`src/rtl/port_measure_pkg.sv`:
```
// Notes on behaviour
// - Measure voltage, current of eight ports, supply.
// - Port voltage then current, interleaved with others.
// - Each conversion slot lasts 140 us.
// - Output plus quarter of sample-output difference.
// - Update filter before converting next signal.
// - Step settles 10% in 8, 1% in 16.
// - Trip compares raw current, not filtered.
// - Any sample above limit trips that port.
// - Flag at once, switch off after delay.
// - Limit programmable 0 to 4095 mA, 1 mA.
// - Upstream bus power only keeps ports off.
package port_measure_pkg;
    // ------------------------------------------------------------
    // Sizes
    // ------------------------------------------------------------
    localparam int NUM_PORTS   = 8;
    localparam int SAMPLE_W    = 12;
    localparam int NUM_CHANS   = 2 * NUM_PORTS + 1;
    localparam int CHAN_W      = 5;
    localparam int SLOTS       = 18;
    localparam int FILTER_SHIFT = 2;

    // ------------------------------------------------------------
    // Timing
    // ------------------------------------------------------------
    localparam int CLK_MHZ        = 50;
    localparam int SLOT_US        = 140;
    localparam int SLOT_CYCLES    = SLOT_US * CLK_MHZ;
    localparam int TRIP_DELAY_US  = 1000;
    localparam int TRIP_CYCLES    = TRIP_DELAY_US * CLK_MHZ;
    localparam int SLOT_CNT_W     = 13;
    localparam int TRIP_CNT_W     = 16;

    localparam logic [SAMPLE_W-1:0] LIMIT_RESET = 12'hfff;
    localparam logic [CHAN_W-1:0]   SUPPLY_CHAN = 5'h10;

    typedef enum logic [1:0] { ST_CONVERT, ST_FILTER, ST_WRITE } meas_state_t;
endpackage : port_measure_pkg

```
`src/rtl/port_measure_overcurrent.sv`:
```
`timescale 1ns/1ps
module port_measure_overcurrent
    import port_measure_pkg::*;
(
    input  wire logic                          mclk,           // 50 MHz clock
    input  wire logic                          reset,          // Sync reset, active high
    input  wire logic [NUM_PORTS*SAMPLE_W-1:0] currentLimit,   // Per-port limit, mA
    input  wire logic [NUM_PORTS-1:0]          portEnable,     // Software power enable
    input  wire logic [NUM_PORTS-1:0]          flagClear,      // Software flag clear pulse
    input  wire logic                          upstreamOnly,   // Powered from first_upstream_port only
    output logic      [CHAN_W-1:0]             convChan,       // Channel being converted
    output logic                               convStart,      // Pulse: start a conversion
    input  wire logic                          convValid,      // Pulse: sample ready
    input  wire logic [SAMPLE_W-1:0]           convData,       // Raw sample
    output logic      [NUM_CHANS*SAMPLE_W-1:0] filtOut,        // Filtered results, all channels
    output logic                               filtUpdate,     // Pulse: one result updated
    output logic      [NUM_PORTS-1:0]          overcurrent,    // Sticky overcurrent flags
    output logic      [NUM_PORTS-1:0]          powerOn         // Port power switch drive
);
    // ------------------------------------------------------------
    // Schedule table: ports in triples, V/I interleaved, then supply
    // ------------------------------------------------------------
    // One round of SLOTS slots, three groups of six:
    //   group 0: V0 V1 V2 I0 I1 I2
    //   group 1: V3 V4 V5 I3 I4 I5
    //   group 2: V6 V7 S  I6 I7 S
    // The supply fills the missing ninth port position, so every port
    // current is converted once per round and the supply twice.
    // interleaved schedule
    function automatic logic [CHAN_W-1:0] slotChan(input logic [CHAN_W-1:0] s);
        logic [CHAN_W-1:0] grp;
        logic [CHAN_W-1:0] rem;
        grp = CHAN_W'(s / 5'd6);
        rem = CHAN_W'(s % 5'd6);
        // Channel = 2*port + (0 voltage, 1 current); port 8 is the supply
        slotChan = CHAN_W'((grp * 5'd3 + rem % 5'd3) * 5'd2 + rem / 5'd3);
        if (slotChan >= CHAN_W'(NUM_CHANS - 1)) begin
            slotChan = SUPPLY_CHAN;
        end
    endfunction : slotChan

    // ------------------------------------------------------------
    // Sequencer and filter state
    // ------------------------------------------------------------
    meas_state_t             state_reg;
    logic [CHAN_W-1:0]       slot_reg;
    logic [SLOT_CNT_W-1:0]   slotCnt_reg;
    logic [SAMPLE_W-1:0]     sample_reg;
    logic signed [SAMPLE_W+1:0] accum_reg;
    logic [SAMPLE_W-1:0]     prevOut;
    logic [SAMPLE_W-1:0]     newOut;
    logic                    slotDone;
    logic                    wrEn;
    logic [SAMPLE_W-1:0]     prevUse;
    logic [NUM_CHANS-1:0]    seeded_reg;

    // Channel follows the slot index; it stays put for a whole slot
    assign convChan = slotChan(slot_reg);
    assign slotDone = (slotCnt_reg == SLOT_CNT_W'(SLOT_CYCLES - 1));

    // ------------------------------------------------------------
    // Slot timer
    // ------------------------------------------------------------
    // The schedule is paced by this timer, never by the converter's
    // answer, so a slow or missing sample cannot stretch a round.
    // fixed slot
    always_ff @(posedge mclk) begin
        if (reset || slotDone) begin
            slotCnt_reg <= '0;
        end else begin
            slotCnt_reg <= slotCnt_reg + 1'b1;
        end
    end

    // Start pulse at the head of each slot
    // Registered, so the pulse is clean one cycle after the count wraps
    always_ff @(posedge mclk) begin
        convStart <= reset ? 1'b0 : (slotCnt_reg == '0);
    end

    // ------------------------------------------------------------
    // Convert / filter sequencer
    // ------------------------------------------------------------
    // sequencing
    always_ff @(posedge mclk) begin
        if (reset) begin
            state_reg <= ST_CONVERT;
            slot_reg  <= '0;
        end else begin
            // Samples offered in the two filter cycles are refused; the
            // converter is expected to answer once per slot.
            unique case (state_reg)
                ST_CONVERT: begin
                    if (convValid) begin
                        state_reg <= ST_FILTER;
                    end
                end
                ST_FILTER: state_reg <= ST_WRITE;
                ST_WRITE: begin
                    state_reg <= ST_CONVERT;
                end
            endcase
            // Advance only at slot end; a missed sample keeps old output
            if (slotDone) begin
                slot_reg <= (slot_reg == CHAN_W'(SLOTS - 1)) ? '0 : slot_reg + 1'b1;
            end
        end
    end

    // ------------------------------------------------------------
    // Averaging filter
    // ------------------------------------------------------------
    // Channels not yet written read as zero, the same as the cleared
    // mirror, so the filter rises from zero instead of from an unknown
    // store word. The store itself has no reset to keep it a plain RAM.
    always_ff @(posedge mclk) begin
        if (reset) begin
            seeded_reg <= '0;
        end else if (wrEn) begin
            seeded_reg[convChan] <= 1'b1;
        end
    end
    assign prevUse = seeded_reg[convChan] ? prevOut : '0;

    // Capture sample, then quarter difference
    // The difference is formed on 14 signed bits so a fall never wraps
    // averaging
    always_ff @(posedge mclk) begin
        if (reset) begin
            sample_reg <= '0;
            accum_reg  <= '0;
        end else if (state_reg == ST_CONVERT && convValid) begin
            sample_reg <= convData;
        end else if (state_reg == ST_FILTER) begin
            accum_reg <= ($signed({2'b00, sample_reg}) - $signed({2'b00, prevUse})) >>> FILTER_SHIFT;
        end
    end

    // Truncating shift never overshoots, so the sum stays in range
    // A rising input is left up to three counts short; above 300 counts
    // that residue stays inside the one percent settling band.
    assign newOut = SAMPLE_W'($signed({2'b00, prevUse}) + accum_reg);
    assign wrEn   = (state_reg == ST_WRITE);

    filter_store u_store (
        .mclk   (mclk),
        .rdAddr (convChan),
        .rdData (prevOut),
        .wrEn   (wrEn),
        .wrAddr (convChan),
        .wrData (newOut)
    );

    // ------------------------------------------------------------
    // Result mirror
    // ------------------------------------------------------------
    // Mirror of results for software, flopped
    always_ff @(posedge mclk) begin
        if (reset) begin
            filtOut    <= '0;
            filtUpdate <= 1'b0;
        end else begin
            filtUpdate <= wrEn;
            if (wrEn) begin
                filtOut[convChan*SAMPLE_W +: SAMPLE_W] <= newOut;
            end
        end
    end

    // ------------------------------------------------------------
    // Per-port trip logic
    // ------------------------------------------------------------
    // Each port owns a flag, a delay counter and an off latch. The off
    // latch only clears when the flag does, so a tripped port stays
    // dark until software clears the flag or re-enables the port.
    genvar p;
    generate
        for (p = 0; p < NUM_PORTS; p++) begin : g_port
            logic [TRIP_CNT_W-1:0] tripCnt_reg;
            logic                  off_reg;
            logic                  hit;
            logic                  enPrev_reg;
            assign hit = convValid && (state_reg == ST_CONVERT) &&
                         (convChan == CHAN_W'(2 * p + 1)) &&
                         (convData > currentLimit[p*SAMPLE_W +: SAMPLE_W]);

            always_ff @(posedge mclk) begin
                if (reset) begin
                    overcurrent[p] <= 1'b0;
                end else if (hit) begin
                    overcurrent[p] <= 1'b1;
                end else if (flagClear[p] || (portEnable[p] && !enPrev_reg)) begin
                    overcurrent[p] <= 1'b0;
                end
            end

            // Re-enable edge detect; follows the pin through reset, so a
            // port held enabled across reset shows no false edge after it
            always_ff @(posedge mclk) begin
                enPrev_reg <= portEnable[p];
            end

            // The counter holds at its end value, so the latch cannot wrap
            // delayed switch-off
            always_ff @(posedge mclk) begin
                if (reset || !overcurrent[p]) begin
                    tripCnt_reg <= '0;
                    off_reg     <= 1'b0;
                end else if (tripCnt_reg == TRIP_CNT_W'(TRIP_CYCLES - 1)) begin
                    off_reg     <= 1'b1;
                end else begin
                    tripCnt_reg <= tripCnt_reg + 1'b1;
                end
            end

            // Registered so the switch never sees a glitch from the decode
            // no power from upstream bus
            always_ff @(posedge mclk) begin
                powerOn[p] <= !reset && portEnable[p] && !off_reg && !upstreamOnly;
            end
        end
    endgenerate
endmodule : port_measure_overcurrent

```
`src/rtl/filter_store.sv`:
```
`timescale 1ns/1ps
// Small store of the filtered outputs, one word per channel
module filter_store
    import port_measure_pkg::*;
(
    input  wire logic                mclk,      // System clock
    input  wire logic [CHAN_W-1:0]   rdAddr,    // Read channel
    output logic      [SAMPLE_W-1:0] rdData,    // Registered read data
    input  wire logic                wrEn,      // Write strobe
    input  wire logic [CHAN_W-1:0]   wrAddr,    // Write channel
    input  wire logic [SAMPLE_W-1:0] wrData     // Write data
);
    logic [SAMPLE_W-1:0] mem [0:NUM_CHANS-1];

    // ------------------------------------------------------------
    // Registered read, plain write
    // ------------------------------------------------------------
    always_ff @(posedge mclk) begin
        if (wrEn) begin
            mem[wrAddr] <= wrData;
        end
        rdData <= mem[rdAddr];
    end
endmodule : filter_store

```
`config.mk`:
```
export PLATFORM = sky130hd
export DESIGN_NAME = port_measure_overcurrent
export DESIGN_NICKNAME = d
export VERILOG_FILES = /design/src/rtl/port_measure_pkg.sv /design/src/rtl/port_measure_overcurrent.sv /design/src/rtl/filter_store.sv
export SDC_FILE = /design/constraint.sdc
export NUM_CORES = 1
export LEC_CHECK = 0
export ABC_AREA = 1
export BUFFER_PORTS_ARGS = -buffer_cell sky130_fd_sc_hd__buf_2
export CORE_ASPECT_RATIO = 1.1
export CORE_MARGIN = 1.5
export CORE_UTILIZATION = 49
export DETAILED_ROUTE_END_ITERATION = 8
export PLACE_DENSITY_LB_ADDON = 0.08
export SYNTH_ARGS = -nofsm -noshare
export SYNTH_HDL_FRONTEND = slang
export SYNTH_HIERARCHICAL = 1
export SYNTH_SLANG_ARGS = --single-unit
export TNS_END_PERCENT = 5
```
`constraint.sdc`:
```
create_clock -name mclk -period 19.7 [get_ports mclk]
set_input_delay 0.985 -clock mclk [delete_from_list [all_inputs] [get_ports mclk]]
set_output_delay 0.985 -clock mclk [all_outputs]
set_load 0.01 [all_outputs]
```
==> results.rst, run 1 <==
.. list-table::
   :header-rows: 1

   * - Metric
     - Value
   * - Kind of cell adding the most delay to the critical path
     - simple AND/OR/NAND/NOR gates
   * - Launch point of the critical path
     - slot_reg[0]
   * - End of the worst register-to-register path
     - filtOut[29]
   * - Number of enable-type register cells in the synthesized netlist
     - 204
   * - Final Hold Slack
     - 0.437 ns
   * - Antenna violation net count after detailed routing
     - 0
   * - Combinational group share of total power
     - 0.118
   * - Library cells used by synthesis
     - 60
   * - Static leakage power
     - 15.6 nW
   * - Cell types with the largest area share after synthesis
     - sky130_fd_sc_hd__dfxtp_1, sky130_fd_sc_hd__edfxtp_1, sky130_fd_sc_hd__nand2_1, sky130_fd_sc_hd__ha_1, sky130_fd_sc_hd__inv_1
   * - Share of the clock period used by the worst path
     - 0.640
   * - Utilization after layout
     - 0.575
   * - Fraction of the mapped netlist area in compound gates
     - 0.127
   * - First DRT Iteration DRCs
     - 2143
   * - Type of element launching the critical path
     - flop
   * - Endpoint, Worst Hold
     - u_store/rdData[11]
   * - Most common cell after layout, fill and taps aside
     - sky130_fd_sc_hd__nand2_1
   * - Vias in the first global route
     - 26700
   * - Via-per-instance ratio
     - 5.36
   * - Reg2reg setup slack
     - 7.08 ns
   * - Share of Yosys cell area claimed by the top area cell type
     - 0.276
   * - Total design power
     - 3.19 mW
   * - Pin count of the biggest net entering global routing
     - 99
   * - Setup TNS Final
     - 0 ns
   * - Total number of nets in the final design
     - 4623
   * - Reg2Reg Launch Point
     - slot_reg[0]
   * - Post-synthesis mux area share
     - 0
   * - Combined area of the multi-input logic cells
     - 0.0144 sq mm
   * - Clock skew
     - 0.0218 ns
   * - Total overflow reported by the global router
     - 0
   * - Switch Pwr
     - 0.836 mW
   * - Worst endpoint required time
     - 20.24 ns
   * - Shortest period the worst path allows
     - 12.62 ns
   * - Row count
     - 97
   * - Crit path buf inv count
     - 16
   * - Sequential-to-total area share from yosys stat
     - 0.468
   * - Vertical die dimension
     - 270 microns
   * - Main combinational cell family by area after synthesis
     - simple AND/OR/NAND/NOR gates
   * - Maximum buffer depth of the clock tree
     - 3
   * - Total of hold buffers inserted after clock tree synthesis
     - 0
   * - Vias after detailed routing
     - 28000
   * - Final slew viol count
     - 0
   * - Die Area
     - 0.0665 sq mm
   * - Synth Area in Adders
     - 0.0655
   * - Clock Tree Root
     - sky130_fd_sc_hd__clkbuf_16
   * - Endpoints failing setup
     - 0
   * - Synth-to-layout area growth
     - 15.5%
   * - Setup repair bufs after CTS
     - 0
   * - Final weighted congestion of routability-driven global placement
     - 0.929
   * - FF+latch count, synth
     - 642
   * - Run status
     - finished, final reports clean
   * - Number of nets produced by synthesis
     - 4283
   * - Filler cell count in the final layout
     - 5924
   * - Instance count of the mapped netlist
     - 3992
   * - Mean area per synthesized cell
     - 7.97 sq um
   * - Number of antenna violations at the first check in global routing
     - 2
   * - Number of placed I/O pins
     - 355
   * - Unrepaired setup endpoints after global routing
     - false
   * - Core region area
     - 0.0640 sq mm
   * - Switching portion of total power
     - 0.262
   * - Maximum fanout count along the critical path
     - 43
   * - Hold Vio Cnt, Final
     - 0
   * - Half-perimeter wire length after placement
     - 66500 microns
   * - Insertion delay to the later sink of the worst-skew pair
     - 0.62 ns
   * - Count of buffers from port buffering
     - 354
   * - CTS buffer count
     - 70
   * - Synth Warn #
     - 6
   * - Wire length of the first global-routing pass
     - 147000 microns
   * - Arrival time reported for the critical path endpoint
     - 13.16 ns
   * - Register area
     - 0.0149 sq mm
   * - PostCTS Resize Cnt
     - 0
   * - Synthesized-area fraction occupied by and/or/nand/nor cells
     - 0.248
   * - Die W
     - 246 microns
   * - Cell accounting for the most synthesized area
     - sky130_fd_sc_hd__dfxtp_1
   * - Non-filler instance count after layout
     - 5230
   * - Maximum achievable frequency
     - 79.3 MHz
   * - CTS tree
     - yes
   * - XOR/XNOR Fraction of Synth Area
     - 0.0102
   * - Proportion of synthesized flip-flops having asynchronous set or reset
     - 0
   * - Clock tree sinks
     - 642
   * - Highest cell delay on the worst timing path
     - 0.76 ns
   * - Share of total power in the clock network
     - 0.422
   * - R2r worst-path depth
     - 73
   * - Most used DFF post-synth
     - sky130_fd_sc_hd__dfxtp_1
   * - Router iterations before antenna repair
     - 6
   * - Kind of capture point of the worst setup path
     - flop
   * - Start point of the worst min-delay path
     - u_store/mem[16][11]
   * - Worst hold path class
     - flop to flop
   * - Max-cap violations
     - 0
   * - Total power divided by cell area
     - 86.9 mW/mm^2
   * - Cell-internal power
     - 2.36 mW
   * - Worst slew slack as a fraction of its limit
     - 0.261
   * - Cell count after placement
     - 5101
   * - Peak supply drop
     - 0.0707 mV
   * - Post-route DRC
     - 0
   * - Most used cells in the layout excluding fill and tap cells
     - sky130_fd_sc_hd__nand2_1, sky130_fd_sc_hd__inv_1, sky130_fd_sc_hd__dfxtp_1
   * - CP max-delay cell
     - sky130_fd_sc_hd__inv_2
   * - Hold Path Depth
     - 2
   * - Startpoint-to-endpoint class of the critical path
     - flop to flop
   * - Part of the power in registers
     - 0.460
   * - Worst-path clk slew
     - 0.06 ns
   * - Mean routed wirelength per cell
     - 18.0 microns
   * - Aggregate global-route resource usage
     - 0.280
   * - Most Frequent Cell on Critical Path
     - sky130_fd_sc_hd__nand2_1
   * - Combined area of all synthesized cells
     - 0.0318 sq mm
   * - Worst-margin pin slew
     - 1.11 ns
   * - Effective utilization at floorplan
     - 0.498
   * - Total wire length
     - 94100 microns
   * - Fraction of final layout cells with drive strength greater than 1
     - 0.147
   * - Depth of the CTS H-tree
     - 3
==> cell families after synthesis <==
logic type / Yosys count
buf+inv: 652
simple gates: 1763
compound gates: 737
flops: 642
xor+xnor: 35
fa+ha+maj: 163
==> area by class of cell <==
cell class / count / share of cell area
multi-input combinational: 2698 / 0.392
tap: 841 / 0.0286
clock inverter: 29 / 0.00899
antenna: 1 / 0.0000681
inverter: 531 / 0.0544
sequential: 642 / 0.405
timing repair buffer: 389 / 0.0554
clock buffer: 99 / 0.0556
==> power groups by stage <==
stage	clock network (mW)	registers, mW	logic, mW
floorplan	0	1.49	0.230
detailed placement	0	1.50	0.371
CTS	1.37	1.47	0.373
global placement	0	1.50	0.369
global route	1.42	1.47	0.423
finish	1.35	1.47	0.378
==> routing by layer <==
| layer | up-vias | part of all wire | global-route usage |
|---|---|---|---|
| met3 | 176 | 0.068 | 0.0556 |
| met5 | - | 0 | 0 |
| met4 | 0 | 0.030 | 0.0936 |
| met1 | 13000 | 0.43 | 0.359 |
| li1 | 14000 | - | - |
| met2 | 816 | 0.47 | 0.468 |
==> stage by stage <==
step / area [sq um] / worst slack (ns)
floorplan: 31800 / 9.12
global placement: 34400 / 7.60
detailed placement: 34400 / 7.32
CTS: 36700 / 7.27
global route: 36800 / 5.91
finish: 36800 / 7.08
==> synthesized netlist by cell type, types with 4 or more instances <==
master                      number
sky130_fd_sc_hd__a2111oi_0       6
sky130_fd_sc_hd__a211oi_1       30
sky130_fd_sc_hd__a211oi_2        8
sky130_fd_sc_hd__a21oi_1       348
sky130_fd_sc_hd__a311oi_1        6
sky130_fd_sc_hd__a31oi_1         9
sky130_fd_sc_hd__buf_1          11
sky130_fd_sc_hd__buf_2          34
sky130_fd_sc_hd__buf_4           4
sky130_fd_sc_hd__buf_6           8
sky130_fd_sc_hd__clkbuf_1       64
sky130_fd_sc_hd__clkinv_1        4
sky130_fd_sc_hd__dfxtp_1       438
sky130_fd_sc_hd__edfxtp_1      204
sky130_fd_sc_hd__fa_1            6
sky130_fd_sc_hd__ha_1          157
sky130_fd_sc_hd__inv_1         490
sky130_fd_sc_hd__inv_2          35
sky130_fd_sc_hd__nand2_1       782
sky130_fd_sc_hd__nand2_2        14
sky130_fd_sc_hd__nand2_4         4
sky130_fd_sc_hd__nand3_1       281
sky130_fd_sc_hd__nand3_2         5
sky130_fd_sc_hd__nand4_1        90
sky130_fd_sc_hd__nor2_1        385
sky130_fd_sc_hd__nor2_2         31
sky130_fd_sc_hd__nor2_4         13
sky130_fd_sc_hd__nor2_8          4
sky130_fd_sc_hd__nor3_1         84
sky130_fd_sc_hd__nor3b_1         9
sky130_fd_sc_hd__nor4_1         42
sky130_fd_sc_hd__o211ai_1       15
sky130_fd_sc_hd__o21a_1         20
sky130_fd_sc_hd__o21ai_0       241
sky130_fd_sc_hd__o21ai_1        30
sky130_fd_sc_hd__o21ai_2         4
sky130_fd_sc_hd__o22ai_1         6
sky130_fd_sc_hd__or2_2           5
sky130_fd_sc_hd__xnor2_1        10
sky130_fd_sc_hd__xor2_1         24
==> worst reg2reg max path: cells and delay by family (launching register included) <==
family	cells	cell delay, ns
and+or+nand+nor	35	4.55
buffers and inverters	16	2.55
adders and majority gates	9	2.53
AOI/OAI and AO/OA	11	2.08
xor gates and xnor gates	2	0.46
DFF	1	0.38
==> worst max-delay path by stage <==
stage	to	slack [ns]	depth (start not counted)
floorplan	filtOut[22]	9.12	77
global placement	filtOut[29]	7.60	73
detailed placement	filtOut[29]	7.32	73
CTS	filtOut[29]	7.27	73
global route	filtOut[13]	5.91	72
finish	filtOut[29]	7.08	73
Note: power is estimated with default switching activity, not from simulation.
==> run 2, diff against run 1 <==
clock period = 12.6 ns   (was 19.7 ns; I/O delays follow)
==> run 2 against run 1 <==
Net effect:
- critical path type unchanged
- clock skew hardly changed
- clock-buffer cell count grew 6
- core utilization fell by 0.16 points
- first-iteration DRC count fell by 2.4%
- sequential power is 56% higher
- clock power grew 48%
- worst hold slack worse by 0.28 ns
- largest power group unchanged
- power increased by 53%
==> results.rst, run 2 (synthesis results as in run 1) <==
.. list-table::
   :header-rows: 1

   * - Metric
     - Value
   * - Run status
     - finished, final reports clean
   * - Number of antenna violations at the first check in global routing
     - 2
   * - Highest cell delay on the worst timing path
     - 0.48 ns
   * - Most used cells in the layout excluding fill and tap cells
     - sky130_fd_sc_hd__nand2_1, sky130_fd_sc_hd__inv_1, sky130_fd_sc_hd__dfxtp_1
   * - Peak supply drop
     - 0.114 mV
   * - Insertion delay to the later sink of the worst-skew pair
     - 0.61 ns
   * - Post-route DRC
     - 0
   * - CP max-delay cell
     - sky130_fd_sc_hd__fa_1
   * - Kind of capture point of the worst setup path
     - flop
   * - Worst slew slack as a fraction of its limit
     - 0.283
   * - Worst hold path class
     - input port to flop
   * - PnR worst setup slack
     - 1.20 ns
   * - Mean routed wirelength per cell
     - 17.9 microns
   * - Effective utilization at floorplan
     - 0.498
   * - Depth of the CTS H-tree
     - 3
   * - Endpoints failing setup
     - 0
   * - Hold Vio Cnt, Final
     - 0
   * - Most Frequent Cell on Critical Path
     - sky130_fd_sc_hd__nand2_1
   * - Clock tree sinks
     - 642
   * - Vias after detailed routing
     - 27900
   * - Via-per-instance ratio
     - 5.32
   * - Unrepaired setup endpoints after global routing
     - false
   * - Utilization after layout
     - 0.573
   * - Shortest period the worst path allows
     - 11.40 ns
   * - Aggregate global-route resource usage
     - 0.278
   * - Design Area, Final
     - 0.0367 sq mm
   * - Area of placed instances
     - 0.0344 sq mm
   * - Maximum buffer depth of the clock tree
     - 3
   * - Final Hold Slack
     - 0.155 ns
   * - Clock Tree Root
     - sky130_fd_sc_hd__clkbuf_16
   * - Most common cell after layout, fill and taps aside
     - sky130_fd_sc_hd__nand2_1
   * - Worst-margin pin slew
     - 1.07 ns
   * - Fraction of final layout cells with drive strength greater than 1
     - 0.147
   * - CTS tree
     - yes
   * - Total number of nets in the final design
     - 4627
   * - Wire length of the first global-routing pass
     - 145000 microns
   * - Max-cap violations
     - 0
   * - First DRT Iteration DRCs
     - 2092
   * - Half-perimeter wire length after placement
     - 66600 microns
   * - Final weighted congestion of routability-driven global placement
     - 0.934
   * - Number of placed I/O pins
     - 355
   * - Synth-to-layout area growth
     - 15.2%
   * - Worst-path clk slew
     - 0.06 ns
   * - Count of buffers from port buffering
     - 354
   * - Pin count of the biggest net entering global routing
     - 97
   * - Final slew viol count
     - 0
   * - Static leakage power
     - 15.6 nW
   * - Arrival time reported for the critical path endpoint
     - 11.94 ns
   * - Vertical die dimension
     - 270 microns
   * - Post-Place Setup Slack
     - 0.760 ns
   * - Core region area
     - 0.0640 sq mm
   * - Total power divided by cell area
     - 133 mW/mm^2
   * - Total wire length
     - 93600 microns
   * - Maximum achievable frequency
     - 87.7 MHz
   * - Die W
     - 246 microns
   * - Row count
     - 97
   * - Antenna violation net count after detailed routing
     - 0
   * - Filler cell count in the final layout
     - 6022
   * - Worst endpoint required time
     - 13.14 ns
   * - Setup TNS Final
     - 0 ns
   * - Router iterations before antenna repair
     - 6
   * - Startpoint-to-endpoint class of the critical path
     - flop to flop
   * - Clock skew
     - 0.0215 ns
   * - CTS buffer count
     - 69
   * - Total overflow reported by the global router
     - 0
   * - Type of element launching the critical path
     - flop
   * - Die Area
     - 0.0665 sq mm
   * - Vias in the first global route
     - 26400
   * - Maximum fanout count along the critical path
     - 25
   * - Share of the clock period used by the worst path
     - 0.905
## run 2: cell types whose count changed in the layout (fill, tap and decap cells not counted), sizes merged
| cell | previous run | this run |
|---|---|---|
| bufinv | 5 | 2 |
| clkbuf | 99 | 105 |
| inv | 532 | 529 |
| clkinv | 21 | 17 |
| buf | 389 | 394 |
| clkinvlp | 2 | 3 |
## run 2: timing repair
| action | 4_1_cts | 5_1_grt |
|---|---|---|
| endpoints found under the hold margin | 0 | 0 |
| resized for setup | 0 | 2 |
| setup buffers | 0 | 2 |
| endpoints found under the setup margin | 0 | 38 |
| hold buffers | 0 | 0 |
## run 2: routing by layer
| layer | up-vias | track usage | routed length (microns) |
|---|---|---|---|
| met5 | - | 0 | 0 |
| met4 | 0 | 0.124 | 3790 |
| met3 | 176 | 0.0547 | 6640 |
| met2 | 774 | 0.452 | 43100 |
| met1 | 12800 | 0.356 | 40100 |
| li1 | 14100 | - | - |
## run 2: metrics by stage
stage               std cells  total power [mW]
floorplan                3992              2.69
CTS                      5229              4.92
global placement         5104              2.91
global route             5232              5.08
finish                   5232              4.89
detailed placement       5104              2.92
## run 2: area by class of cell
cell class                      count  area [sq um]  area share
Sequential cell                   642         14900       0.406
Multi-Input combinational cell   2698         14400       0.393
Timing Repair Buffer              394          2070      0.0566
Clock buffer                      105          2040      0.0556
Inverter                          531          2000      0.0547
Tap cell                          841          1050      0.0287
Clock inverter                     20           191     0.00522
Antenna cell                        1          2.50   0.0000683
## run 2: path summary, 6_finish.rpt
path	startpoint	endpoint	slack, ns	cells after the start
hold reg to reg	u_store/mem[16][10]	u_store/rdData[10]	0.44	2
setup / recovery	slot_reg[3]	filtOut[107]	1.20	74
hold / removal	portEnable[0]	g_port[0].enPrev_reg	0.16	1
setup reg to reg	slot_reg[3]	filtOut[107]	1.20	74
## run 2: report_power, final
part           switching, mW  internal (mW)  total (mW)
Combinational          0.414          0.178       0.592
Clock                  0.840           1.16        2.00
Sequential            0.0293           2.27        2.30
## run 2: worst max-delay path: cells and delay by family (launching register included)
family / cells / cell delay, ns
AOI/OAI and AO/OA: 10 / 1.65
and+or+nand+nor: 37 / 4.66
adders and majority gates: 9 / 2.39
DFF: 1 / 0.42
xor gates and xnor gates: 2 / 0.44
buffers and inverters: 16 / 1.74
